<file path="config.mk">
export PLATFORM = sky130hd
export DESIGN_NAME = scps_top
export DESIGN_NICKNAME = d
export VERILOG_FILES = /design/src/design/scps_pkg.sv /design/src/design/scps_top.sv
export SDC_FILE = /design/constraint.sdc
export NUM_CORES = 1
export LEC_CHECK = 0
export BUFFER_PORTS_ARGS = -buffer_cell sky130_fd_sc_hd__buf_2
export CAP_MARGIN = 25
export CELL_PAD_IN_SITES_DETAIL_PLACEMENT = 1
export CELL_PAD_IN_SITES_GLOBAL_PLACEMENT = 2
export CORE_MARGIN = 2
export CORE_UTILIZATION = 32
export DETAILED_ROUTE_END_ITERATION = 8
export PLACE_DENSITY_LB_ADDON = 0.1
export SLEW_MARGIN = 20
export SYNTH_ARGS = -nofsm -noshare
export SYNTH_HDL_FRONTEND = slang
export SYNTH_SLANG_ARGS = --single-unit
</file>
<file path="constraint.sdc">
create_clock -name sys_clk_i -period 1.78 [get_ports sys_clk_i]
set_input_delay 0.178 -clock sys_clk_i [delete_from_list [all_inputs] [get_ports sys_clk_i]]
set_output_delay 0.178 -clock sys_clk_i [all_outputs]
set_load 0.005 [all_outputs]
</file>
<file path="src/design/scps_pkg.sv">
// constants for the strap capture and palette strobe block
package scps_pkg;
  // host i/o ports
  localparam logic [15:0] PORT_PEL_MASK = 16'h03C6;
  localparam logic [15:0] PORT_DAC_RD_ADDR = 16'h03C7;
  localparam logic [15:0] PORT_DAC_WR_ADDR = 16'h03C8;
  localparam logic [15:0] PORT_DAC_DATA = 16'h03C9;
  localparam logic [15:0] PORT_STATUS0 = 16'h03C2;
  localparam logic [15:0] PORT_CRT_DATA_MONO = 16'h03B5;
  localparam logic [15:0] PORT_CRT_DATA_COLOR = 16'h03D5;
  localparam logic [15:0] PORT_STATUS1_MONO = 16'h03BA;
  localparam logic [15:0] PORT_STATUS1_COLOR = 16'h03DA;
  // extension register indexes behind the index/data ports
  localparam logic [7:0] IDX_PANEL_SWITCH = 8'h2A;
  localparam logic [7:0] IDX_PANEL_SELECT = 8'h31;
  localparam logic [7:0] IDX_GENERAL_STRAP = 8'h0F;
  localparam logic [7:0] IDX_ROM_MAPPING = 8'h0B;
  // avalon byte offsets
  localparam logic [4:0] OFF_MISC_OUT = 5'h00;
  localparam logic [4:0] OFF_INPUT_STATUS0 = 5'h04;
  localparam logic [4:0] OFF_PANEL_SWITCH = 5'h08;
  localparam logic [4:0] OFF_GENERAL_STRAP = 5'h0C;
  localparam logic [4:0] OFF_PANEL_SELECT = 5'h10;
  localparam logic [4:0] OFF_ROM_MAPPING = 5'h14;
  localparam logic [4:0] OFF_MODE_CTRL = 5'h18;
  localparam logic [4:0] OFF_BLOCK_STATUS = 5'h1C;
  // field positions
  localparam int MISC_IO_SEL_BIT = 0;
  localparam int STATUS0_SENSE_BIT = 4;
  localparam int SWITCH_PANEL_TYPE_BIT = 7;
  localparam int MODE_LCD_BIT = 0;
  localparam int MODE_TFT_BIT = 1;
  localparam int BSTAT_EXT_DAC_BIT = 0;
  localparam int BSTAT_COLOR_IO_BIT = 1;
  localparam int BSTAT_CAPTURED_BIT = 2;
  // strap line positions
  localparam int MD_SWITCH_HI = 15;
  localparam int MD_SWITCH_LO = 12;
  localparam int MD_DISPLAY_TYPE = 11;
  localparam int MD_PANEL_SEL_HI = 9;
  localparam int MD_PANEL_SEL_LO = 8;
  localparam int MD_GENERAL_HI = 7;
  localparam int MD_GENERAL_LO = 4;
  localparam int MD_VCLK_DIR = 3;
  localparam int MD_BUS_MODE = 2;
  localparam int MD_ROM_HI = 1;
  localparam int MD_ROM_LO = 0;
  // reset values
  localparam logic [7:0] MISC_OUT_RESET = 8'h00;
  localparam logic [1:0] MODE_CTRL_RESET = 2'h0;
  localparam logic [31:0] READ_ZERO = 32'h0000_0000;
  // strap capture waits for both synchroniser stages to fill
  localparam logic [1:0] CAPTURE_DELAY = 2'h2;
endpackage

</file>
<file path="src/design/scps_top.sv">
// strap capture, palette strobes and dac mode logic with avalon registers
`timescale 1ns/1ps
module scps_top (
  // clock and reset
  input wire logic sys_clk_i,
  input wire logic resetn_i,
  // avalon-mm slave
  input wire logic [4:0] avs_address_i,
  input wire logic avs_read_i,
  input wire logic avs_write_i,
  input wire logic [31:0] avs_writedata_i,
  input wire logic [3:0] avs_byteenable_i,
  output logic [31:0] avs_readdata_o,
  output logic avs_waitrequest_o,
  // host i/o cycle pins
  input wire logic [15:0] io_addr_i,
  input wire logic io_rd_n_i,
  input wire logic io_wr_n_i,
  // palette strobes
  output logic palette_read_strobe_n_o,
  output logic palette_write_strobe_n_o,
  input wire logic panel_video_bit9_i,
  // dac mode pins
  input wire logic vref_grounded_i,
  input wire logic monitor_sense_input_i,
  output logic internal_dac_enable_o,
  output logic display_type_select_out_o,
  // strap pins, direct strap outputs and the resolved crt data and status1 ports
  input wire logic [15:0] video_memory_data_lines_i,
  output logic secondary_video_clock_dir_o,
  output logic host_bus_mode_o,
  output logic [15:0] crt_data_port_o,
  output logic [15:0] status1_port_o
);
  import scps_pkg::*;

  // resolves a 3?x port from the misc output i/o select bit
  function automatic logic [15:0] resolve_port(input logic color_io, input logic [15:0] mono,
                                               input logic [15:0] color);
    resolve_port = color_io ? color : mono;
  endfunction

  // pin synchronisers
  logic [15:0] addr_s1, addr_s2;
  logic rd_n_s1, rd_n_s2, wr_n_s1, wr_n_s2;
  logic vref_s1, vref_s2, sense_s1, sense_s2;
  logic [15:0] md_s1, md_s2;

  always_ff @(posedge sys_clk_i or negedge resetn_i) begin
    if (!resetn_i) begin
      addr_s1 <= 16'h0000;
      addr_s2 <= 16'h0000;
      rd_n_s1 <= 1'b1;
      rd_n_s2 <= 1'b1;
      wr_n_s1 <= 1'b1;
      wr_n_s2 <= 1'b1;
    end else begin
      addr_s1 <= io_addr_i;
      addr_s2 <= addr_s1;
      rd_n_s1 <= io_rd_n_i;
      rd_n_s2 <= rd_n_s1;
      wr_n_s1 <= io_wr_n_i;
      wr_n_s2 <= wr_n_s1;
    end
  end

  always_ff @(posedge sys_clk_i or negedge resetn_i) begin
    if (!resetn_i) begin
      vref_s1 <= 1'b0;
      vref_s2 <= 1'b0;
      sense_s1 <= 1'b0;
      sense_s2 <= 1'b0;
      md_s1 <= 16'h0000;
      md_s2 <= 16'h0000;
    end else begin
      vref_s1 <= vref_grounded_i;
      vref_s2 <= vref_s1;
      sense_s1 <= monitor_sense_input_i;
      sense_s2 <= sense_s1;
      md_s1 <= video_memory_data_lines_i;
      md_s2 <= md_s1;
    end
  end

  // software state
  logic [7:0] misc_out;
  logic [1:0] mode_ctrl;
  logic [3:0] switch_emulation_bit;
  logic display_type_bit;
  logic [3:0] general_strap_bits;
  logic [1:0] panel_select_bits;
  logic [1:0] rom_mapping_bits;
  logic vclk_dir;
  logic bus_mode;
  logic captured;
  logic [1:0] capture_cnt;

  // decode of host palette cycles
  wire rd_cycle = ~rd_n_s2;
  wire wr_cycle = ~wr_n_s2;
  wire hit_read = (addr_s2 == PORT_PEL_MASK) || (addr_s2 == PORT_DAC_WR_ADDR) ||
                  (addr_s2 == PORT_DAC_DATA);
  wire hit_write = (addr_s2 >= PORT_PEL_MASK) && (addr_s2 <= PORT_DAC_DATA);
  wire tft_mode = mode_ctrl[MODE_TFT_BIT] && switch_emulation_bit[3];
  wire ext_dac_mode = vref_s2;
  wire color_io = misc_out[MISC_IO_SEL_BIT];
  // strobes act regardless of which dac is in use
  wire next_rd_strobe_n = tft_mode ? panel_video_bit9_i : ~(rd_cycle && hit_read);
  wire next_wr_strobe_n = ~(wr_cycle && hit_write);
  wire capture_now = !captured && (capture_cnt == CAPTURE_DELAY);

  always_ff @(posedge sys_clk_i or negedge resetn_i) begin
    if (!resetn_i) begin
      palette_read_strobe_n_o <= 1'b1;
      palette_write_strobe_n_o <= 1'b1;
    end else begin
      palette_read_strobe_n_o <= next_rd_strobe_n;
      palette_write_strobe_n_o <= next_wr_strobe_n;
    end
  end

  // avalon: one wait state per access, answer on the second cycle
  logic ack;
  logic [31:0] rdata_q;
  wire req = avs_read_i || avs_write_i;
  wire wr_en = avs_write_i && ack && avs_byteenable_i[0];
  wire [7:0] wbyte = avs_writedata_i[7:0];
  wire sel_misc = (avs_address_i == OFF_MISC_OUT);
  wire sel_switch = (avs_address_i == OFF_PANEL_SWITCH);
  wire sel_general = (avs_address_i == OFF_GENERAL_STRAP);
  wire sel_panel = (avs_address_i == OFF_PANEL_SELECT);
  wire sel_rom = (avs_address_i == OFF_ROM_MAPPING);
  wire sel_mode = (avs_address_i == OFF_MODE_CTRL);
  wire sel_stat0 = (avs_address_i == OFF_INPUT_STATUS0);
  wire sel_bstat = (avs_address_i == OFF_BLOCK_STATUS);
  wire sense_bit = ext_dac_mode && sense_s2;
  wire [31:0] rd_switch = {24'h000000, switch_emulation_bit, 4'h0};
  wire [31:0] rd_general = {24'h000000, general_strap_bits, display_type_bit, 3'h0};
  wire [31:0] rd_status0 = {27'h0000000, sense_bit, 4'h0};
  wire [31:0] rd_bstat = {29'h00000000, captured, color_io, ext_dac_mode};
  wire [31:0] next_rdata =
    sel_misc ? {24'h000000, misc_out} :
    sel_switch ? rd_switch :
    sel_general ? rd_general :
    sel_panel ? {30'h00000000, panel_select_bits} :
    sel_rom ? {30'h00000000, rom_mapping_bits} :
    sel_mode ? {30'h00000000, mode_ctrl} :
    sel_stat0 ? rd_status0 :
    sel_bstat ? rd_bstat : READ_ZERO;

  assign avs_waitrequest_o = req && !ack;
  assign avs_readdata_o = rdata_q;

  always_ff @(posedge sys_clk_i or negedge resetn_i) begin
    if (!resetn_i) begin
      ack <= 1'b0;
      rdata_q <= READ_ZERO;
    end else begin
      ack <= req && !ack;
      rdata_q <= (avs_read_i && !ack) ? next_rdata : rdata_q;
    end
  end

  // strap capture once after reset release, once the sync stages hold pin levels
  always_ff @(posedge sys_clk_i or negedge resetn_i) begin
    if (!resetn_i) begin
      capture_cnt <= 2'h0;
      captured <= 1'b0;
    end else begin
      capture_cnt <= (capture_cnt == CAPTURE_DELAY) ? capture_cnt : capture_cnt + 2'h1;
      captured <= captured || capture_now;
    end
  end

  // switch bits: pullup reads one; host may rewrite afterwards
  always_ff @(posedge sys_clk_i or negedge resetn_i) begin
    if (!resetn_i) begin
      switch_emulation_bit <= 4'h0;
      display_type_bit <= 1'b0;
      panel_select_bits <= 2'h0;
    end else if (capture_now) begin
      switch_emulation_bit <= md_s2[MD_SWITCH_HI:MD_SWITCH_LO];
      display_type_bit <= md_s2[MD_DISPLAY_TYPE];
      panel_select_bits <= md_s2[MD_PANEL_SEL_HI:MD_PANEL_SEL_LO];
    end else begin
      switch_emulation_bit <= (wr_en && sel_switch) ? wbyte[7:4] : switch_emulation_bit;
      display_type_bit <= (wr_en && sel_general) ? wbyte[3] : display_type_bit;
      panel_select_bits <= (wr_en && sel_panel) ? wbyte[1:0] : panel_select_bits;
    end
  end

  // pulldown lines are inverted so that a fitted pulldown reads one
  always_ff @(posedge sys_clk_i or negedge resetn_i) begin
    if (!resetn_i) begin
      general_strap_bits <= 4'h0;
      rom_mapping_bits <= 2'h0;
    end else if (capture_now) begin
      general_strap_bits <= ~md_s2[MD_GENERAL_HI:MD_GENERAL_LO];
      rom_mapping_bits <= ~md_s2[MD_ROM_HI:MD_ROM_LO];
    end else begin
      general_strap_bits <= (wr_en && sel_general) ? wbyte[7:4] : general_strap_bits;
      rom_mapping_bits <= (wr_en && sel_rom) ? wbyte[1:0] : rom_mapping_bits;
    end
  end

  // direct straps: no register image, so no software path can change them
  always_ff @(posedge sys_clk_i or negedge resetn_i) begin
    if (!resetn_i) begin
      vclk_dir <= 1'b0;
      bus_mode <= 1'b0;
    end else if (capture_now) begin
      vclk_dir <= md_s2[MD_VCLK_DIR];
      bus_mode <= md_s2[MD_BUS_MODE];
    end
  end

  always_ff @(posedge sys_clk_i or negedge resetn_i) begin
    if (!resetn_i) begin
      misc_out <= MISC_OUT_RESET;
      mode_ctrl <= MODE_CTRL_RESET;
    end else begin
      misc_out <= (wr_en && sel_misc) ? wbyte : misc_out;
      mode_ctrl <= (wr_en && sel_mode) ? wbyte[1:0] : mode_ctrl;
    end
  end

  // registered pin outputs
  always_ff @(posedge sys_clk_i or negedge resetn_i) begin
    if (!resetn_i) begin
      internal_dac_enable_o <= 1'b1;
      display_type_select_out_o <= 1'b1;
      crt_data_port_o <= PORT_CRT_DATA_MONO;
      status1_port_o <= PORT_STATUS1_MONO;
    end else begin
      internal_dac_enable_o <= !ext_dac_mode;
      display_type_select_out_o <= !mode_ctrl[MODE_LCD_BIT];
      crt_data_port_o <= resolve_port(color_io, PORT_CRT_DATA_MONO, PORT_CRT_DATA_COLOR);
      status1_port_o <= resolve_port(color_io, PORT_STATUS1_MONO, PORT_STATUS1_COLOR);
    end
  end

  assign secondary_video_clock_dir_o = vclk_dir;
  assign host_bus_mode_o = bus_mode;

endmodule // scps_top

</file>
# == After elaboration in Yosys (flattened, before gate mapping) ==
# Cells that the tools add are included.
# totals
regBits,169
inputBits,82
output_inout_bits,71
# classes
bitwise,6
mux,21
n_lt_le_gt_ge,2
n_reduce_logical,29
add_sub_neg,1
eq_ne,11
# op_table
operator,n
"equality test 16 x 10 -> 1 bit, second input constant",3
2-to-1 mux 8 bit,3
"equality test 5 bit, second input constant",4
2-to-1 mux 5 bit,4
"greater-or-equal comparator 16 x 10 -> 1 bit, second input constant",1
"<= comparator 16 x 10 -> 1 bit, second input constant",1
logical AND 1 bit,16
2-to-1 mux 4 bit,4
2-to-1 mux 7 bit,2
"equality test 5 x 4 -> 1 bit, second input constant",2
2-to-1 mux 2 bit,4
nonzero test 2 bit,4
"equality test 5 x 3 -> 1 bit, second input constant",1
zero test 5 bit,1
zero test 1 bit,4
logical OR 1 bit,4
inverter 1 bit,4
inverter 4 bit,1
2-to-1 mux 1 bit,3
2-to-1 mux 3 bit,1
"adder 2 x 1 -> 2 bit, second input constant",1
"equality test 2 bit, second input constant",1
inverter 2 bit,1

# == Depth between registers and ports, before layout ==
# logic_depth
word_depth,9
ltp_mapped,7
mapped_depth_nobuf,5

# == Least setup slack after synthesis ==
# Ideal clock, no wire load.
# synth_timing
kind,flip-flop to flip-flop
from,register capture_cnt[0]
to,register general_strap_bits[0]
period_less_slack_ns,1.400
stages_incl_launch_ff,8
t_arrival_ns,1.313
n_path_buf,2
required_time_ns,1.693
slack_ns,0.380
cell_sequence,dfrtp_1 inv_1 ha_1 nand2b_1 buf_2 clkbuf_1 o211ai_1 o211ai_1
# synth_via
elab_chain_len,3
elab_cells_between_ends,4
cone_classes,1 x eq/ne; 1 x mux; 2 x reduce/logical
# synth_rtl
element,line,source
start: declaration,scps_top.sv:96,logic [1:0] capture_cnt;
start signal: assignment,scps_top.sv:170,capture_cnt <= (capture_cnt == CAPTURE_DELAY) ? capture_cnt : capture_cnt + 2'h1;
equality test 2 bit (*),scps_top.sv:110,wire capture_now = !captured && (capture_cnt == CAPTURE_DELAY);
logical AND 1 bit (*),scps_top.sv:110,
2-to-1 mux 4 bit or nonzero test 2 bit (tied branches),-,
end signal: assignment,scps_top.sv:198,general_strap_bits <= ~md_s2[MD_GENERAL_HI:MD_GENERAL_LO];
end signal: assignment,scps_top.sv:201,general_strap_bits <= (wr_en && sel_general) ? wbyte[7:4] : general_strap_bits;
end: declaration,scps_top.sv:90,logic [3:0] general_strap_bits;
# Every way passes the cells marked *; elsewhere a longest branch is shown, timed or not.
# A chain may end at the register's enable or synchronous reset.

# == Worst setup path in the final report ==
# layout_timing
from,register ack
to,register misc_out[4]
# layout_via
elab_chain_len,3
# layout_rtl
element,line,source
start: declaration,scps_top.sv:123,logic ack;
start signal: assignment,scps_top.sv:159,ack <= req && !ack;
logical AND 1 bit (2 in series),scps_top.sv:126,wire wr_en = avs_write_i && ack && avs_byteenable_i[0];
logical AND 1 bit,scps_top.sv:222,misc_out <= (wr_en && sel_misc) ? wbyte : misc_out;
end signal: assignment,scps_top.sv:222,
end: declaration,scps_top.sv:86,logic [7:0] misc_out;
# Every way passes these cells.

==> parameters.txt <==
Parameter                              Value

Synth
  Mapped cell area    4380 um2
  Synth Area per Inst    13.9 um2
  Multiplexer area fraction after synthesis    0.0531
  Fraction of the yosys area taken by sequential cells    0.648
  Area leader, netlist    dfrtp_1
  Leading post-synthesis cells by cell area    dfrtp_1 59%, buf_4 9.8%, dfstp_2 5.4%
  XOR/XNOR Fraction of Synth Area    0.00200
  Number of distinct library cells after synthesis    53
  Yosys synthesis warning count    0
  Post-synth EDFFs    0
  Instance count of the mapped netlist    316
  Arithmetic-cell share of the synthesized area counting full adders, half adders and majority gates    0.00285
  Seq cells post-synth    113
  Synth top area share    0.594
  Complex-gate fraction of the synthesized area    0.0805
  Most common flop cell mapped by yosys    dfrtp_1
  Combinational family with the most area after synthesis    buffers and inverters
  Proportion of register bits with asynchronous set or reset after synthesis    1.00
  Simple-gate area share of the yosys netlist    0.0959

Placement
  Placement Setup Slack    0.238 ns
  Placer Congestion    0.741
  Buffers on Ports    72
  DP Area    4740 um2
  Post-detail-place hpwl    6130 um

STA
  Setup TNS    0 ns
  Maximum operating frequency    663 MHz
  Fin Clk Skew    0.00621 ns
  Final WS setup    0.271 ns
  Fin. max-slew vios    0
  RSZ-0062 raised after global routing    no
  Number of setup violations in the final report    0
  Final Hold Fails    0
  Crit share post-route    0.848
  Shortest clock period the worst path allows after layout    1.51 ns

Clocking
  Post-CTS repair timing setup buffer count    0
  Buffers from clock root to sink, at most    2
  TritonCTS clock tree    built
  Total number of clock tree sinks    113
  H-tree levels    4
  Clock root buffer master    clkbuf_16
  TritonCTS Buffers    17
  Worst-skew pair later-pin latency    0.41 ns
  Clock-pin transition on the worst setup and hold timing paths    0.05 ns
  Number of buffers inserted by hold repair at cts    37
  Resized cells post-CTS    0

Worst setup path
  Required time of the worst setup path    2.07 ns
  Worst Path Class, Setup    flop to flop
  Crit-path max FO    8
  Stage delay of the slowest cell on the critical path    0.48 ns
  Series of cell instances along the critical path    and4b_1, nand3_4, mux2_2
  Crit start category    flop
  Data arrival time of the critical path    1.80 ns
  Critical-path top delay cell    and4b_1
  Critical Path Sink Type    flop

Pwr
  Power per standard cell area    1150 nW/um2
  Leakage power summed over all cells    2.60 nW
  Largest vdd supply drop    476 uV

Floorplan
  Placement row count    42
  Die Wd    121 um
  Initial cell density of the core    0.330
  Die area    14,600 um2
  Y dimension of the die    121 um
  Top-level port count    153
  Total core area    13,300 um2

Detailed routing
  Antenna-violating nets left    0
  Detailed-routing iteration count for the pre-antenna-repair pass    4
  DRT iter0 DRCs    93
  Via/cell ratio    4.30
  Vias    2,680
  Remaining routing DRC violations    0
  Average wire per standard cell    14.5 um
  Total detailed-routing wirelength    9060 um

Min path
  Class of the tightest hold or removal check    primary input to flop

Final layout
  Fraction of layout cells with a size suffix above 1    0.327
  Final instance area    5700 um2
  Final antenna diode count    0
  Nets@finish    518
  Syn-to-layout area delta    29.9%
  Post-layout utilization of the core    0.428
  Most common cell after layout, fill and taps aside    dfrtp_1
  Leading cell types in the layout, fill and taps excluded    104 x dfrtp_1, 71 x buf_2, 52 x conb_1, 37 x dlygate4sd3_1, 17 x clkbuf_16

Global routing
  Total global routing overflow    0
  Total track usage    0.137
  Initial antenna violation count    0
  First-pass GRT wire length    14,800 um
  Global routing usage on met3    0.0381
  Met1 routing resource usage after global routing    0.183
  Most crowded layer after global routing    met2
  Met2 usage    0.201
  Pin count of the biggest net entering global routing    41
  Vias in the first global route    2,741

Run status
  Run status    finished, final reports clean

Flow run
  Number of max-capacitance violations reported    0
==> logic make-up after synthesis <==
group / after synthesis
flops: 113
other cells: 2
simple gates: 57
xor+xnor: 1
mux: 20
fa+ha+maj: 1
buf+inv: 73
compound gates: 49
==> worst max-delay path: cells and delay by family, from the launching register on <==
| kind | cells | cell delay (ns) |
|---|---|---|
| flip-flops | 1 | 0.39 |
| multiplexers | 1 | 0.32 |
| AND/OR/NAND/NOR | 2 | 0.69 |
==> layer usage <==
metal / routed length (um) / vias to the layer above
li1: - / 1248
met1: 4230 / 1318
met2: 4110 / 101
met3: 528 / 13
met4: 194 / 0
met5: 0 / -
==> metrics by stage <==
stage               hold slack, ns  cells  total power (W)
floorplan                   -0.118    366          0.00315
detailed placement           0.145    555          0.00329
CTS                         0.0117    623          0.00667
finish                      0.0366    623          0.00657
global placement             0.144    555          0.00327
global route                0.0104    623          0.00687
==> state kept, by name, summed over array words and instances (netlist names), 2 cells and up <==
signal                cells
addr_s1                  16
switch_emulation_bit      4
addr_s2                  16
md_s1                    15
capture_cnt               2
general_strap_bits        4
rom_mapping_bits          2
panel_select_bits         2
misc_out                  8
crt_data_port_o           2
md_s2                    15
avs_readdata_o            8
mode_ctrl                 2
==> path summary, 6_finish.rpt <==
kind,start,slack [ns],cells past startpoint,to
setup / recovery,ack$_DFF_PN0_,0.27,3,misc_out[4]$_DFFE_PN0P_
hold / removal,avs_writedata_i[3],0.04,2,misc_out[3]$_DFFE_PN0P_
setup reg to reg,ack$_DFF_PN0_,0.27,3,misc_out[4]$_DFFE_PN0P_
hold reg to reg,md_s1[14]$_DFF_PN0_,0.34,0,md_s2[14]$_DFF_PN0_
max in group asynchronous,resetn_i,0.80,3,palette_read_strobe_n_o$_DFF_PN1_
min in group asynchronous,resetn_i,0.27,2,addr_s1[12]$_DFF_PN0_
==> Yosys cell counts, types with 3 or more instances <==
library cell    n
dfrtp_1       104
buf_4          57
mux2_2         16
nor2_1         11
o211ai_1       10
dfstp_2         9
nand3_1         8
a31oi_1         7
a22o_1          6
nand4_1         6
buf_2           5
inv_1           5
a21oi_1         4
clkbuf_1        4
nand2b_1        4
o21ai_0         4
o21ai_1         4
mux2i_1         3
nand2_1         3
o2bb2ai_1       3
o41ai_1         3
==> final cells by class <==
| class | instances | area (um2) |
|---|---|---|
| fill | 1410 | 7600 |
| tap | 176 | 220 |
| clock inverter | 9 | 108 |
| multi-input combinational | 180 | 1220 |
| sequential | 113 | 2840 |
| timing repair buffer | 118 | 813 |
| inverter | 5 | 18.8 |
| clock buffer | 22 | 474 |
==> where the power goes <==
group / leakage (nW) / internal (W) / switching, W
registers: 1.34 / 0.00275 / 0.0000780
clock network: 0.282 / 0.00215 / 0.00111
logic: 0.978 / 0.000232 / 0.000240
(Power assumes the default switching activity.)
